<file path="config.mk">
export PLATFORM = sky130hd
export DESIGN_NAME = sm_mode_entry_exit_control
export DESIGN_NICKNAME = d
export VERILOG_FILES = /design/src/verilog/smm_pkg.sv /design/src/verilog/sm_mode_entry_exit_control.sv
export VERILOG_INCLUDE_DIRS = /design/src /design/src/verilog
export SDC_FILE = /design/constraint.sdc
export NUM_CORES = 1
export LEC_CHECK = 0
export ABC_AREA = 1
export BUFFER_PORTS_ARGS = -buffer_cell sky130_fd_sc_hd__buf_2
export CAP_MARGIN = 25
export CORE_AREA = 2 2 241 243
export CTS_CLUSTER_DIAMETER = 30
export DETAILED_ROUTE_END_ITERATION = 10
export DIE_AREA = 0 0 243 245
export PLACE_DENSITY = 0.37
export REMOVE_ABC_BUFFERS = 1
export SLEW_MARGIN = 20
export SYNTH_ARGS = -nofsm -noshare
export SYNTH_HDL_FRONTEND = slang
export SYNTH_SLANG_ARGS = --single-unit
</file>
<file path="constraint.sdc">
create_clock -name pclk -period 2.33 [get_ports pclk]
set_input_delay 0.466 -clock pclk [delete_from_list [all_inputs] [get_ports pclk]]
set_output_delay 0.466 -clock pclk [all_outputs]
set_load 0.01 [all_outputs]
</file>
<file path="src/verilog/smm_defs.svh">
// Constants for the management mode entry and exit controller
`ifndef SMM_DEFS_SVH
`define SMM_DEFS_SVH
`define SMM_OP_PREFIX     8'h0f
`define SMM_OP_RESUME     8'haa
`define SMM_FLAGS_ENTRY   32'h0000_0002
`define SMM_DR7_ENTRY     32'h0000_0400
`define SMM_IP_ENTRY      32'h0000_8000
`define SMM_CS_SEL_ENTRY  16'h3000
`define SMM_BASE_RESET    32'h0003_0000
`define SMM_LIMIT_4G      32'hffff_ffff
`define SMM_ALIGN_MSB     14
`define SMM_IO_RESTART    16'h00ff
`define SMM_CR0_PE        0
`define SMM_CR0_EM        2
`define SMM_CR0_TS        3
`define SMM_CR0_NW        29
`define SMM_CR0_CD        30
`define SMM_CR0_PG        31
`define SMM_ADDR_CTRL     12'h000
`define SMM_ADDR_STATUS   12'h004
`define SMM_ADDR_BASE     12'h008
`define SMM_CTRL_RESET    32'h0000_0001
`define SMM_CTRL_EN       0
`define SMM_ST_ACTIVE     0
`define SMM_ST_SHUTDOWN   1
`define SMM_ST_SMI_PEND   2
`define SMM_ST_NMI_PEND   3
`define SMM_ST_NMI_BLOCK  4
`endif

</file>
<file path="src/verilog/smm_pkg.sv">
// Types shared by the management mode controller
package smm_pkg;
   typedef enum logic [2:0] {
      ST_NORMAL, ST_DRAIN, ST_SAVE, ST_HANDLER, ST_RESTORE, ST_SHUTDOWN
   } smm_state_t;

   // Slots read back from the save area by the resume instruction
   typedef struct packed {
      logic [31:0] cr0;
      logic [31:0] dump_base;
      logic [15:0] halt_slot;
      logic [15:0] io_slot;
   } restore_image_t;

   // Core state forced on entry
   typedef struct packed {
      logic [31:0] flags;
      logic [31:0] dr7;
      logic [31:0] ip;
      logic [31:0] cr0;
      logic [15:0] cs_sel;
      logic [31:0] cs_base;
      logic [31:0] seg_base;
      logic [31:0] limit;
   } entry_state_t;
endpackage : smm_pkg

</file>
<file path="src/verilog/sm_mode_entry_exit_control.sv">
// Management mode entry, resume and shutdown control with APB status
//
// Local design decisions: the register offsets and the APB interface to the registers.
`timescale 1ns/1ps
`include "smm_defs.svh"

// Notes on behaviour
// - Opcode 0F AA resumes in handler; outside the mode invalid opcode
// - Unaligned dump base on resume causes shutdown
// - Illegal control-register-zero combination causes shutdown
// - Shutdown cycle, halt until NMI or reset
// - Halt restart slot chooses halt re-entry
// - I/O restart slot re-executes trapped instruction
// - Resume loads region base from relocation slot
// - Reset also leaves management mode
// - Drain stores; last write ends on ready
// - Indicator, then state save, then handler fetch
// - Management interrupt beats debug and external
// - Latch one further request, serve after resume
// - Entry sets flags, debug control, pointer
// - Entry clears bits 0,2,3,31 of CR0
// - Entry sets segment selectors, bases, limits
// - Code selector always 3000h on entry
// - Handler fetch starts at offset 8000h
// - Sixteen-bit operand and address size inside
// - Selector load shifted left four into base
// - NMI blocked on entry, one latched
// - Interrupt return re-enables NMI inside mode
// - Hold, backoff and sizing inputs stay live
// - Indicator low means management memory accesses
module sm_mode_entry_exit_control (
   // Clock and reset
   input  wire logic                   pclk,
   input  wire logic                   presetn,
   // APB slave
   input  wire logic                   psel,
   input  wire logic                   penable,
   input  wire logic                   pwrite,
   input  wire logic [11:0]            paddr,
   input  wire logic [31:0]            pwdata,
   output logic      [31:0]            prdata,
   output logic                        pready,
   output logic                        pslverr,
   // Interrupt sources and core events
   input  wire logic                   sm_interrupt_request,
   input  wire logic                   nmi_request,
   input  wire logic                   debug_exc_pending,
   input  wire logic                   ext_int_pending,
   input  wire logic                   instr_boundary,
   input  wire logic                   in_halt,
   input  wire logic                   opcode_valid,
   input  wire logic [15:0]            opcode,
   input  wire logic                   interrupt_return_instruction_exec,
   input  wire logic [31:0]            cr0_in,
   input  wire logic                   seg_load_valid,
   input  wire logic [15:0]            seg_load_value,
   // Store drain
   input  wire logic                   stores_pending,
   input  wire logic                   write_cycle_open,
   input  wire logic                   nonburst_ready,
   input  wire logic                   burst_ready,
   // State save and restore engine
   output logic                        save_req,
   input  wire logic                   save_done,
   output logic                        restore_req,
   input  wire logic                   restore_done,
   input  wire smm_pkg::restore_image_t restore_image,
   // Bus arbitration and sizing
   input  wire logic                   bus_hold_request,
   input  wire logic                   address_hold_request,
   input  wire logic                   backoff_input,
   input  wire logic                   bus_size_8,
   input  wire logic                   bus_size_16,
   output logic                        bus_stall,
   output logic [1:0]                  bus_width,
   // Results to the core and system
   output logic                        sm_active_indicator_n,
   output smm_pkg::entry_state_t       entry_state,
   output logic [31:0]                 seg_base_out,
   output logic                        default_size16,
   output logic                        fetch_start,
   output logic [31:0]                 fetch_addr,
   output logic                        invalid_opcode,
   output logic                        shutdown_cycle,
   output logic                        halted,
   output logic                        take_debug,
   output logic                        take_ext_int,
   output logic                        take_nmi,
   output logic                        resume_done,
   output logic                        restart_halt,
   output logic                        restart_io,
   output logic [31:0]                 sm_region_base
);
   import smm_pkg::*;

   smm_state_t state_ff, nxt_state;
   logic [31:0] ctrl_ff;
   logic        smi_pend_ff;
   logic        nmi_pend_ff;
   logic        nmi_block_ff;
   logic        halt_at_entry_ff;
   logic        write_ok;
   logic        drained;
   logic        smi_take;
   logic        resume_op;
   logic        bad_image;
   logic        in_mode;
   logic [31:0] status;

   assign in_mode   = state_ff inside {ST_SAVE, ST_HANDLER, ST_RESTORE};
   assign resume_op = opcode_valid
                    && opcode == {`SMM_OP_PREFIX, `SMM_OP_RESUME};
   // A last write still on the bus ends only on a ready strobe
   assign write_ok  = !write_cycle_open || nonburst_ready || burst_ready;
   assign drained   = !stores_pending && write_ok;
   assign smi_take  = state_ff == ST_NORMAL && instr_boundary
                    && (sm_interrupt_request || smi_pend_ff)
                    && ctrl_ff[`SMM_CTRL_EN];
   assign bad_image = restore_image.dump_base[`SMM_ALIGN_MSB:0] != '0
      || (restore_image.cr0[`SMM_CR0_PG]
          && !restore_image.cr0[`SMM_CR0_PE])
      || (restore_image.cr0[`SMM_CR0_NW]
          && !restore_image.cr0[`SMM_CR0_CD]);

   // Mode sequencing
   always_comb begin
      nxt_state = state_ff;
      case (state_ff)
         ST_NORMAL:   if (smi_take) nxt_state = ST_DRAIN;
         ST_DRAIN:    if (drained) nxt_state = ST_SAVE;
         ST_SAVE:     if (save_done) nxt_state = ST_HANDLER;
         ST_HANDLER:  if (resume_op) nxt_state = ST_RESTORE;
         ST_RESTORE: begin
            if (restore_done) begin
               nxt_state = bad_image ? ST_SHUTDOWN : ST_NORMAL;
            end
         end
         ST_SHUTDOWN: if (nmi_request) nxt_state = ST_NORMAL;
         default:     nxt_state = ST_NORMAL;
      endcase
   end

   // Reset drops any mode, the resume instruction is not needed
   always_ff @(posedge pclk or negedge presetn) begin
      if (!presetn) begin
         state_ff <= ST_NORMAL;
      end else begin
         state_ff <= nxt_state;
      end
   end

   // One further request latched while busy; one raised in the take cycle is not kept
   always_ff @(posedge pclk or negedge presetn) begin
      if (!presetn) begin
         smi_pend_ff <= 1'b0;
      end else if (sm_interrupt_request && state_ff != ST_NORMAL) begin
         smi_pend_ff <= 1'b1;
      end else if (smi_take) begin
         smi_pend_ff <= 1'b0;
      end
   end

   // NMI blocked on entry until an interrupt return or the return to normal state
   always_ff @(posedge pclk or negedge presetn) begin
      if (!presetn) begin
         nmi_block_ff <= 1'b0;
      end else if (state_ff == ST_DRAIN && drained) begin
         nmi_block_ff <= 1'b1;
      end else if (state_ff == ST_HANDLER && interrupt_return_instruction_exec) begin
         nmi_block_ff <= 1'b0;
      end else if (state_ff == ST_NORMAL) begin
         nmi_block_ff <= 1'b0;
      end
   end

   always_ff @(posedge pclk or negedge presetn) begin
      if (!presetn) begin
         nmi_pend_ff <= 1'b0;
      end else if (nmi_request && nmi_block_ff && in_mode) begin
         nmi_pend_ff <= 1'b1;
      end else if (take_nmi) begin
         nmi_pend_ff <= 1'b0;
      end
   end

   // Latched NMI served at exit, ahead of the interrupted program
   assign take_nmi = (nmi_pend_ff && state_ff == ST_NORMAL)
      || (nmi_request && !nmi_block_ff && state_ff != ST_SHUTDOWN)
      || (nmi_request && state_ff == ST_SHUTDOWN);
   assign take_debug   = instr_boundary && debug_exc_pending
                       && !smi_take;
   assign take_ext_int = instr_boundary && ext_int_pending
                       && !smi_take;

   // Handshakes with the save and restore engine
   assign save_req    = state_ff == ST_SAVE;
   assign restore_req = state_ff == ST_RESTORE;
   assign halted      = state_ff == ST_SHUTDOWN;

   // Arbitration and sizing pass straight through in every mode
   assign bus_stall = bus_hold_request || address_hold_request
                    || backoff_input;
   assign bus_width = bus_size_8 ? 2'd0 : (bus_size_16 ? 2'd1 : 2'd2);

   // Indicator low from drain end until restore completes
   always_ff @(posedge pclk or negedge presetn) begin
      if (!presetn) begin
         sm_active_indicator_n <= 1'b1;
      end else if (state_ff == ST_DRAIN && drained) begin
         sm_active_indicator_n <= 1'b0;
      end else if (state_ff == ST_RESTORE && restore_done) begin
         sm_active_indicator_n <= 1'b1;
      end
   end

   always_ff @(posedge pclk or negedge presetn) begin
      if (!presetn) begin
         halt_at_entry_ff <= 1'b0;
      end else if (smi_take) begin
         halt_at_entry_ff <= in_halt;
      end
   end

   // Entry state load
   always_ff @(posedge pclk or negedge presetn) begin
      if (!presetn) begin
         entry_state <= '0;
      end else if (state_ff == ST_SAVE && save_done) begin
         entry_state.flags    <= `SMM_FLAGS_ENTRY;
         entry_state.dr7      <= `SMM_DR7_ENTRY;
         entry_state.ip       <= `SMM_IP_ENTRY;
         entry_state.cr0      <= cr0_in & ~((32'h1 << `SMM_CR0_PE)
                               | (32'h1 << `SMM_CR0_EM)
                               | (32'h1 << `SMM_CR0_TS)
                               | (32'h1 << `SMM_CR0_PG));
         entry_state.cs_sel   <= `SMM_CS_SEL_ENTRY;
         entry_state.cs_base  <= sm_region_base;
         entry_state.seg_base <= '0;
         entry_state.limit    <= `SMM_LIMIT_4G;
      end
   end

   // Real-mode style base from a selector load inside the mode
   always_ff @(posedge pclk or negedge presetn) begin
      if (!presetn) begin
         seg_base_out <= '0;
      end else if (seg_load_valid && in_mode) begin
         seg_base_out <= {12'h000, seg_load_value, 4'h0};
      end
   end
   assign default_size16 = in_mode;

   // Handler fetch begins at the entry pointer in the code segment
   always_ff @(posedge pclk or negedge presetn) begin
      if (!presetn) begin
         fetch_start <= 1'b0;
         fetch_addr  <= '0;
      end else begin
         fetch_start <= state_ff == ST_SAVE && save_done;
         if (state_ff == ST_SAVE && save_done) begin
            fetch_addr <= sm_region_base + `SMM_IP_ENTRY;
         end
      end
   end

   // Resume results and region relocation
   always_ff @(posedge pclk or negedge presetn) begin
      if (!presetn) begin
         resume_done    <= 1'b0;
         restart_halt   <= 1'b0;
         restart_io     <= 1'b0;
         sm_region_base <= `SMM_BASE_RESET;
      end else begin
         resume_done <= state_ff == ST_RESTORE && restore_done
                        && !bad_image;
         if (state_ff == ST_RESTORE && restore_done && !bad_image) begin
            restart_halt   <= halt_at_entry_ff
                              && restore_image.halt_slot[0];
            restart_io     <= restore_image.io_slot
                              == `SMM_IO_RESTART;
            sm_region_base <= restore_image.dump_base;
         end
      end
   end

   // Fault pulses
   always_ff @(posedge pclk or negedge presetn) begin
      if (!presetn) begin
         invalid_opcode <= 1'b0;
         shutdown_cycle <= 1'b0;
      end else begin
         invalid_opcode <= resume_op && !in_mode;
         shutdown_cycle <= state_ff == ST_RESTORE && restore_done
                           && bad_image;
      end
   end

   // APB slave: zero wait states, read data captured in setup
   assign pready = 1'b1;
   assign status = {27'h0, nmi_block_ff, nmi_pend_ff, smi_pend_ff,
                    state_ff == ST_SHUTDOWN, in_mode};

   always_ff @(posedge pclk or negedge presetn) begin
      if (!presetn) begin
         ctrl_ff <= `SMM_CTRL_RESET;
      end else if (psel && penable && pwrite
                   && paddr == `SMM_ADDR_CTRL) begin
         ctrl_ff <= {31'h0, pwdata[`SMM_CTRL_EN]};
      end
   end

   always_ff @(posedge pclk or negedge presetn) begin
      if (!presetn) begin
         prdata  <= '0;
         pslverr <= 1'b0;
      end else if (psel && !penable) begin
         pslverr <= 1'b0;
         prdata  <= '0;
         if (paddr == `SMM_ADDR_CTRL) begin
            prdata <= ctrl_ff;
         end else if (paddr == `SMM_ADDR_STATUS) begin
            prdata <= status;
            pslverr <= pwrite;
         end else if (paddr == `SMM_ADDR_BASE) begin
            prdata <= sm_region_base;
            pslverr <= pwrite;
         end else begin
            pslverr <= 1'b1;
         end
      end
   end
endmodule : sm_mode_entry_exit_control

</file>
==> impl_results.md <==
* I/O Buffers at 377
* Post-synthesis sequential area ratio at between 40% and 50%
* Final ANT Viol Nets at 0
* CP required at 1860 ps
* Largest net degree at the start of global routing at 62
* Total number of yosys warnings at 0
* Max Clock Freq at roughly 460 MHz
* Worst Path Arrival at 1700 ps
* Status: finished, final reports clean
* CTS tree: done
* Sink Count at 174
* Nets@finish at between 1,500 and 2,000
* Post-detail-place hpwl at ~22,000 um
* PwrDens at 928 mW/mm^2
* Min Tclk post-route at 2170 ps
* Rel. slew slack at 51.2%
* Inserted Clock Buffers at 17
* Max Cap Viol at 0
* Cell Rows at a little under 90
* Worst-skew pair later-pin latency at 480 ps
* Initial DRC count at 270
* Total gr overflow at 0
* Int Pwr at a little under 7 mW
* Part of the power in the clock network at about 31%
* Routed wire length at 28,500 um
* Ys flop type: dfrtp_1
* RSZ-0062 raised after global routing: false
* Comb power frac at 30.0%
* CTS root buf: clkbuf_16
* Switching pwr at 3.72 mW
* First-pass GRT wire length at 42,100 um
* Vias in the first global route at 7,014
* Ranking of synthesized cells by area: dfrtp_1 (48%), buf_4 (18%), nand2_1 (11%)
* Static Leak at ~6.3 nW
* TNS Setup at 0 ps
* Die Span Y at around 250 um
* Cell Area, Synth at 0.00882 sq mm
* Cells after synthesis at slightly above 1,000
* Die width at between 200 and 250 um
* Number of flops mapped to enable cells by yosys at 0
* Filler cell count at 6,475
* CTS H-Tree Depth at 4
* Synth top area share at 48.2%
* Gpl congestion at 0.759
* Antenna violations before repair at 3
* Synth cell types at between 40 and 50
* GRT Total Usage at a little under a tenth
* DRC at 0
* Critical path capture point type: primary output
* Post-synth top area cell: dfrtp_1
* Core box area at between 0.05 and 0.06 sq mm
* Initial Util at 15.5%
* Register bit total from synthesis at roughly 170
* Max FO, Critical Path at 5
* Crit Path Class: reg2out
* Clk pin slew, worst setup/hold paths at 70 ps
* Actual slew at the worst max-slew pin at 732 ps
* Async set-reset flop share out of synthesis at between 90% and 100%
* Layout cells sized above 1 at between 30 and 40%
* DRT Pass-1 Iters at 6
* Clock skew at 7.98 ps
* Switch share at 35.1%
* Final hold violations at 0
* Max VDD drop at 0.537 mV
* Vias post-DR at 7,166
* Avg WL per Cell at 13.4 um
* DIE AREA at approximately 0.060 sq mm
* Tcrit/Tclk final at 93.1%
* IO Pins at between 600 and 700
* Avg Synthesized Cell Area at 8.71 sq um
* Via/cell ratio at 3.36
* Register share of total power at 39.4%
* Worst Hold Class: in2reg
* Min Hold Slack at between 150 and 200 ps
* Final Setup Violations at 0
* Area Growth Syn to Fin at 29.6%
* Post-CTS setup repair buffer count at 0
* Crit start category: flop
* Longest Clk Path Bufs at 2
* Pins Over Slew Limit at 0
final cells by class:
class	count	area, sq um	area share (%)
flip-flops and latches	174	4360	38.1
multi-input cells	687	3070	26.9
repair buffers	402	2140	18.7
well taps	765	957	8.38
clock buffers	18	439	3.84
inverters	70	265	2.32
clock inverters	13	199	1.74
diodes	1	2.50	0.0219
through the flow:
step / setup WS, ps / utilization (%) / total power, mW / instances / area (sq um)
floorplan: -636 / - / 5.87 / 931 / 7690
global placement: 301 / 18.9 / 7.46 / 2097 / 10800
detailed placement: 265 / 18.9 / 7.49 / 2097 / 10800
CTS: 26.6 / 20.0 / 10.9 / 2129 / 11400
global route: 20.2 / 20.0 / 11.4 / 2129 / 11400
finish: 161 / 20.0 / 10.6 / 2130 / 11400
cells in the mapped netlist (2+ instances only):
| cell type | instances |
|---|---|
| dfstp_2 | 4 |
| buf_1 | 3 |
| conb_1 | 2 |
| nor3_1 | 4 |
| clkbuf_1 | 9 |
| o21ai_0 | 75 |
| o211ai_1 | 3 |
| nor2_2 | 2 |
| mux2_2 | 6 |
| o21ai_1 | 6 |
| dfrtp_1 | 170 |
| nand3_1 | 45 |
| inv_1 | 66 |
| inv_2 | 3 |
| buf_6 | 2 |
| o21bai_1 | 2 |
| nand3_2 | 2 |
| a21oi_1 | 3 |
| mux2_4 | 10 |
| xor2_1 | 3 |
| buf_4 | 211 |
| nor2_1 | 74 |
| nand4_1 | 9 |
| nand2_1 | 264 |
| or2_2 | 4 |
| buf_2 | 14 |
| nand3b_1 | 2 |
cells in the final DEF (no fill, tap or decap), types with 5 or more instances in the layout:
master     netlist  layout
clkbuf_16        0      17
mux2_2           6       6
nand3_1         45      45
inv_1           66      66
conb_1           2     160
buf_2           14     376
nand2_1        264     263
o21ai_1          6       6
buf_4          211      20
inv_6            0       5
nor2_1          74      74
nand4_1          9       9
mux2_4          10      10
o21ai_0         75      75
dfrtp_1        170     170
power groups by stage:
| stage | sequential [mW] | clock, mW | combinational [mW] |
|---|---|---|---|
| after floorplan | 4.63 | 0 | 1.24 |
| after global placement | 4.23 | 0 | 3.23 |
| after detailed placement | 4.24 | 0 | 3.25 |
| after CTS | 4.19 | 3.44 | 3.26 |
| after global routing | 4.29 | 3.51 | 3.57 |
| final | 4.18 | 3.24 | 3.18 |
sequential cells by signal, summed over array words and instances (netlist names), 3 cells and up:
register / flops
state_ff: 3
prdata: 32
entry_state: 61
sm_region_base: 32
fetch_addr: 17
seg_base_out: 16
metal layers:
metal  global-route usage [%]  wire (um)  vias up
met3                     3.08       1960       26
met1                     11.5      12400     3353
met4                     3.48        424        4
li1                         -          -     3469
met5                        0         27        -
met2                     15.9      13700      314
cells by family after synthesis:
logic type,Yosys count,share of synthesized area [%]
AOI/OAI and AO/OA,92,5.53
xor gates and xnor gates,4,0.397
adders and majority gates,1,0.142
buffers and inverters,309,22.5
DFF,174,49.4
muxes,16,2.47
other,2,0.0852
and+or+nand+nor,414,19.4
critical path: stages (launching register included):
cell,delay (ps)
dfrtp_1,430
inv_1,140
nand2_2,150
inv_1,70
nand2_1,90
inv_1,70
nor2_1,130
buf_2,160
path summary, 6_finish.rpt:
kind | endpoint | cells past startpoint | start | slack [ps]
setup / recovery | take_debug | 7 | state_ff[2] | 160
hold / removal | entry_state[117] | 3 | cr0_in[5] | 190
setup reg to reg | fetch_addr[31] | 8 | sm_region_base[16] | 360
hold reg to reg | entry_state[133] | 2 | entry_state[133] | 470
max in group asynchronous | sm_region_base[23] | 3 | presetn | 1120
min in group asynchronous | entry_state[140] | 2 | presetn | 570
what timing repair did:
item                                    4_1_cts  5_1_grt
endpoints found under the setup margin        0        1
hold buffers                                  1        0
endpoints found under the hold margin        26        0
resized for setup                             0        1
No activity file was read; power rests on OpenSTA's default activity.
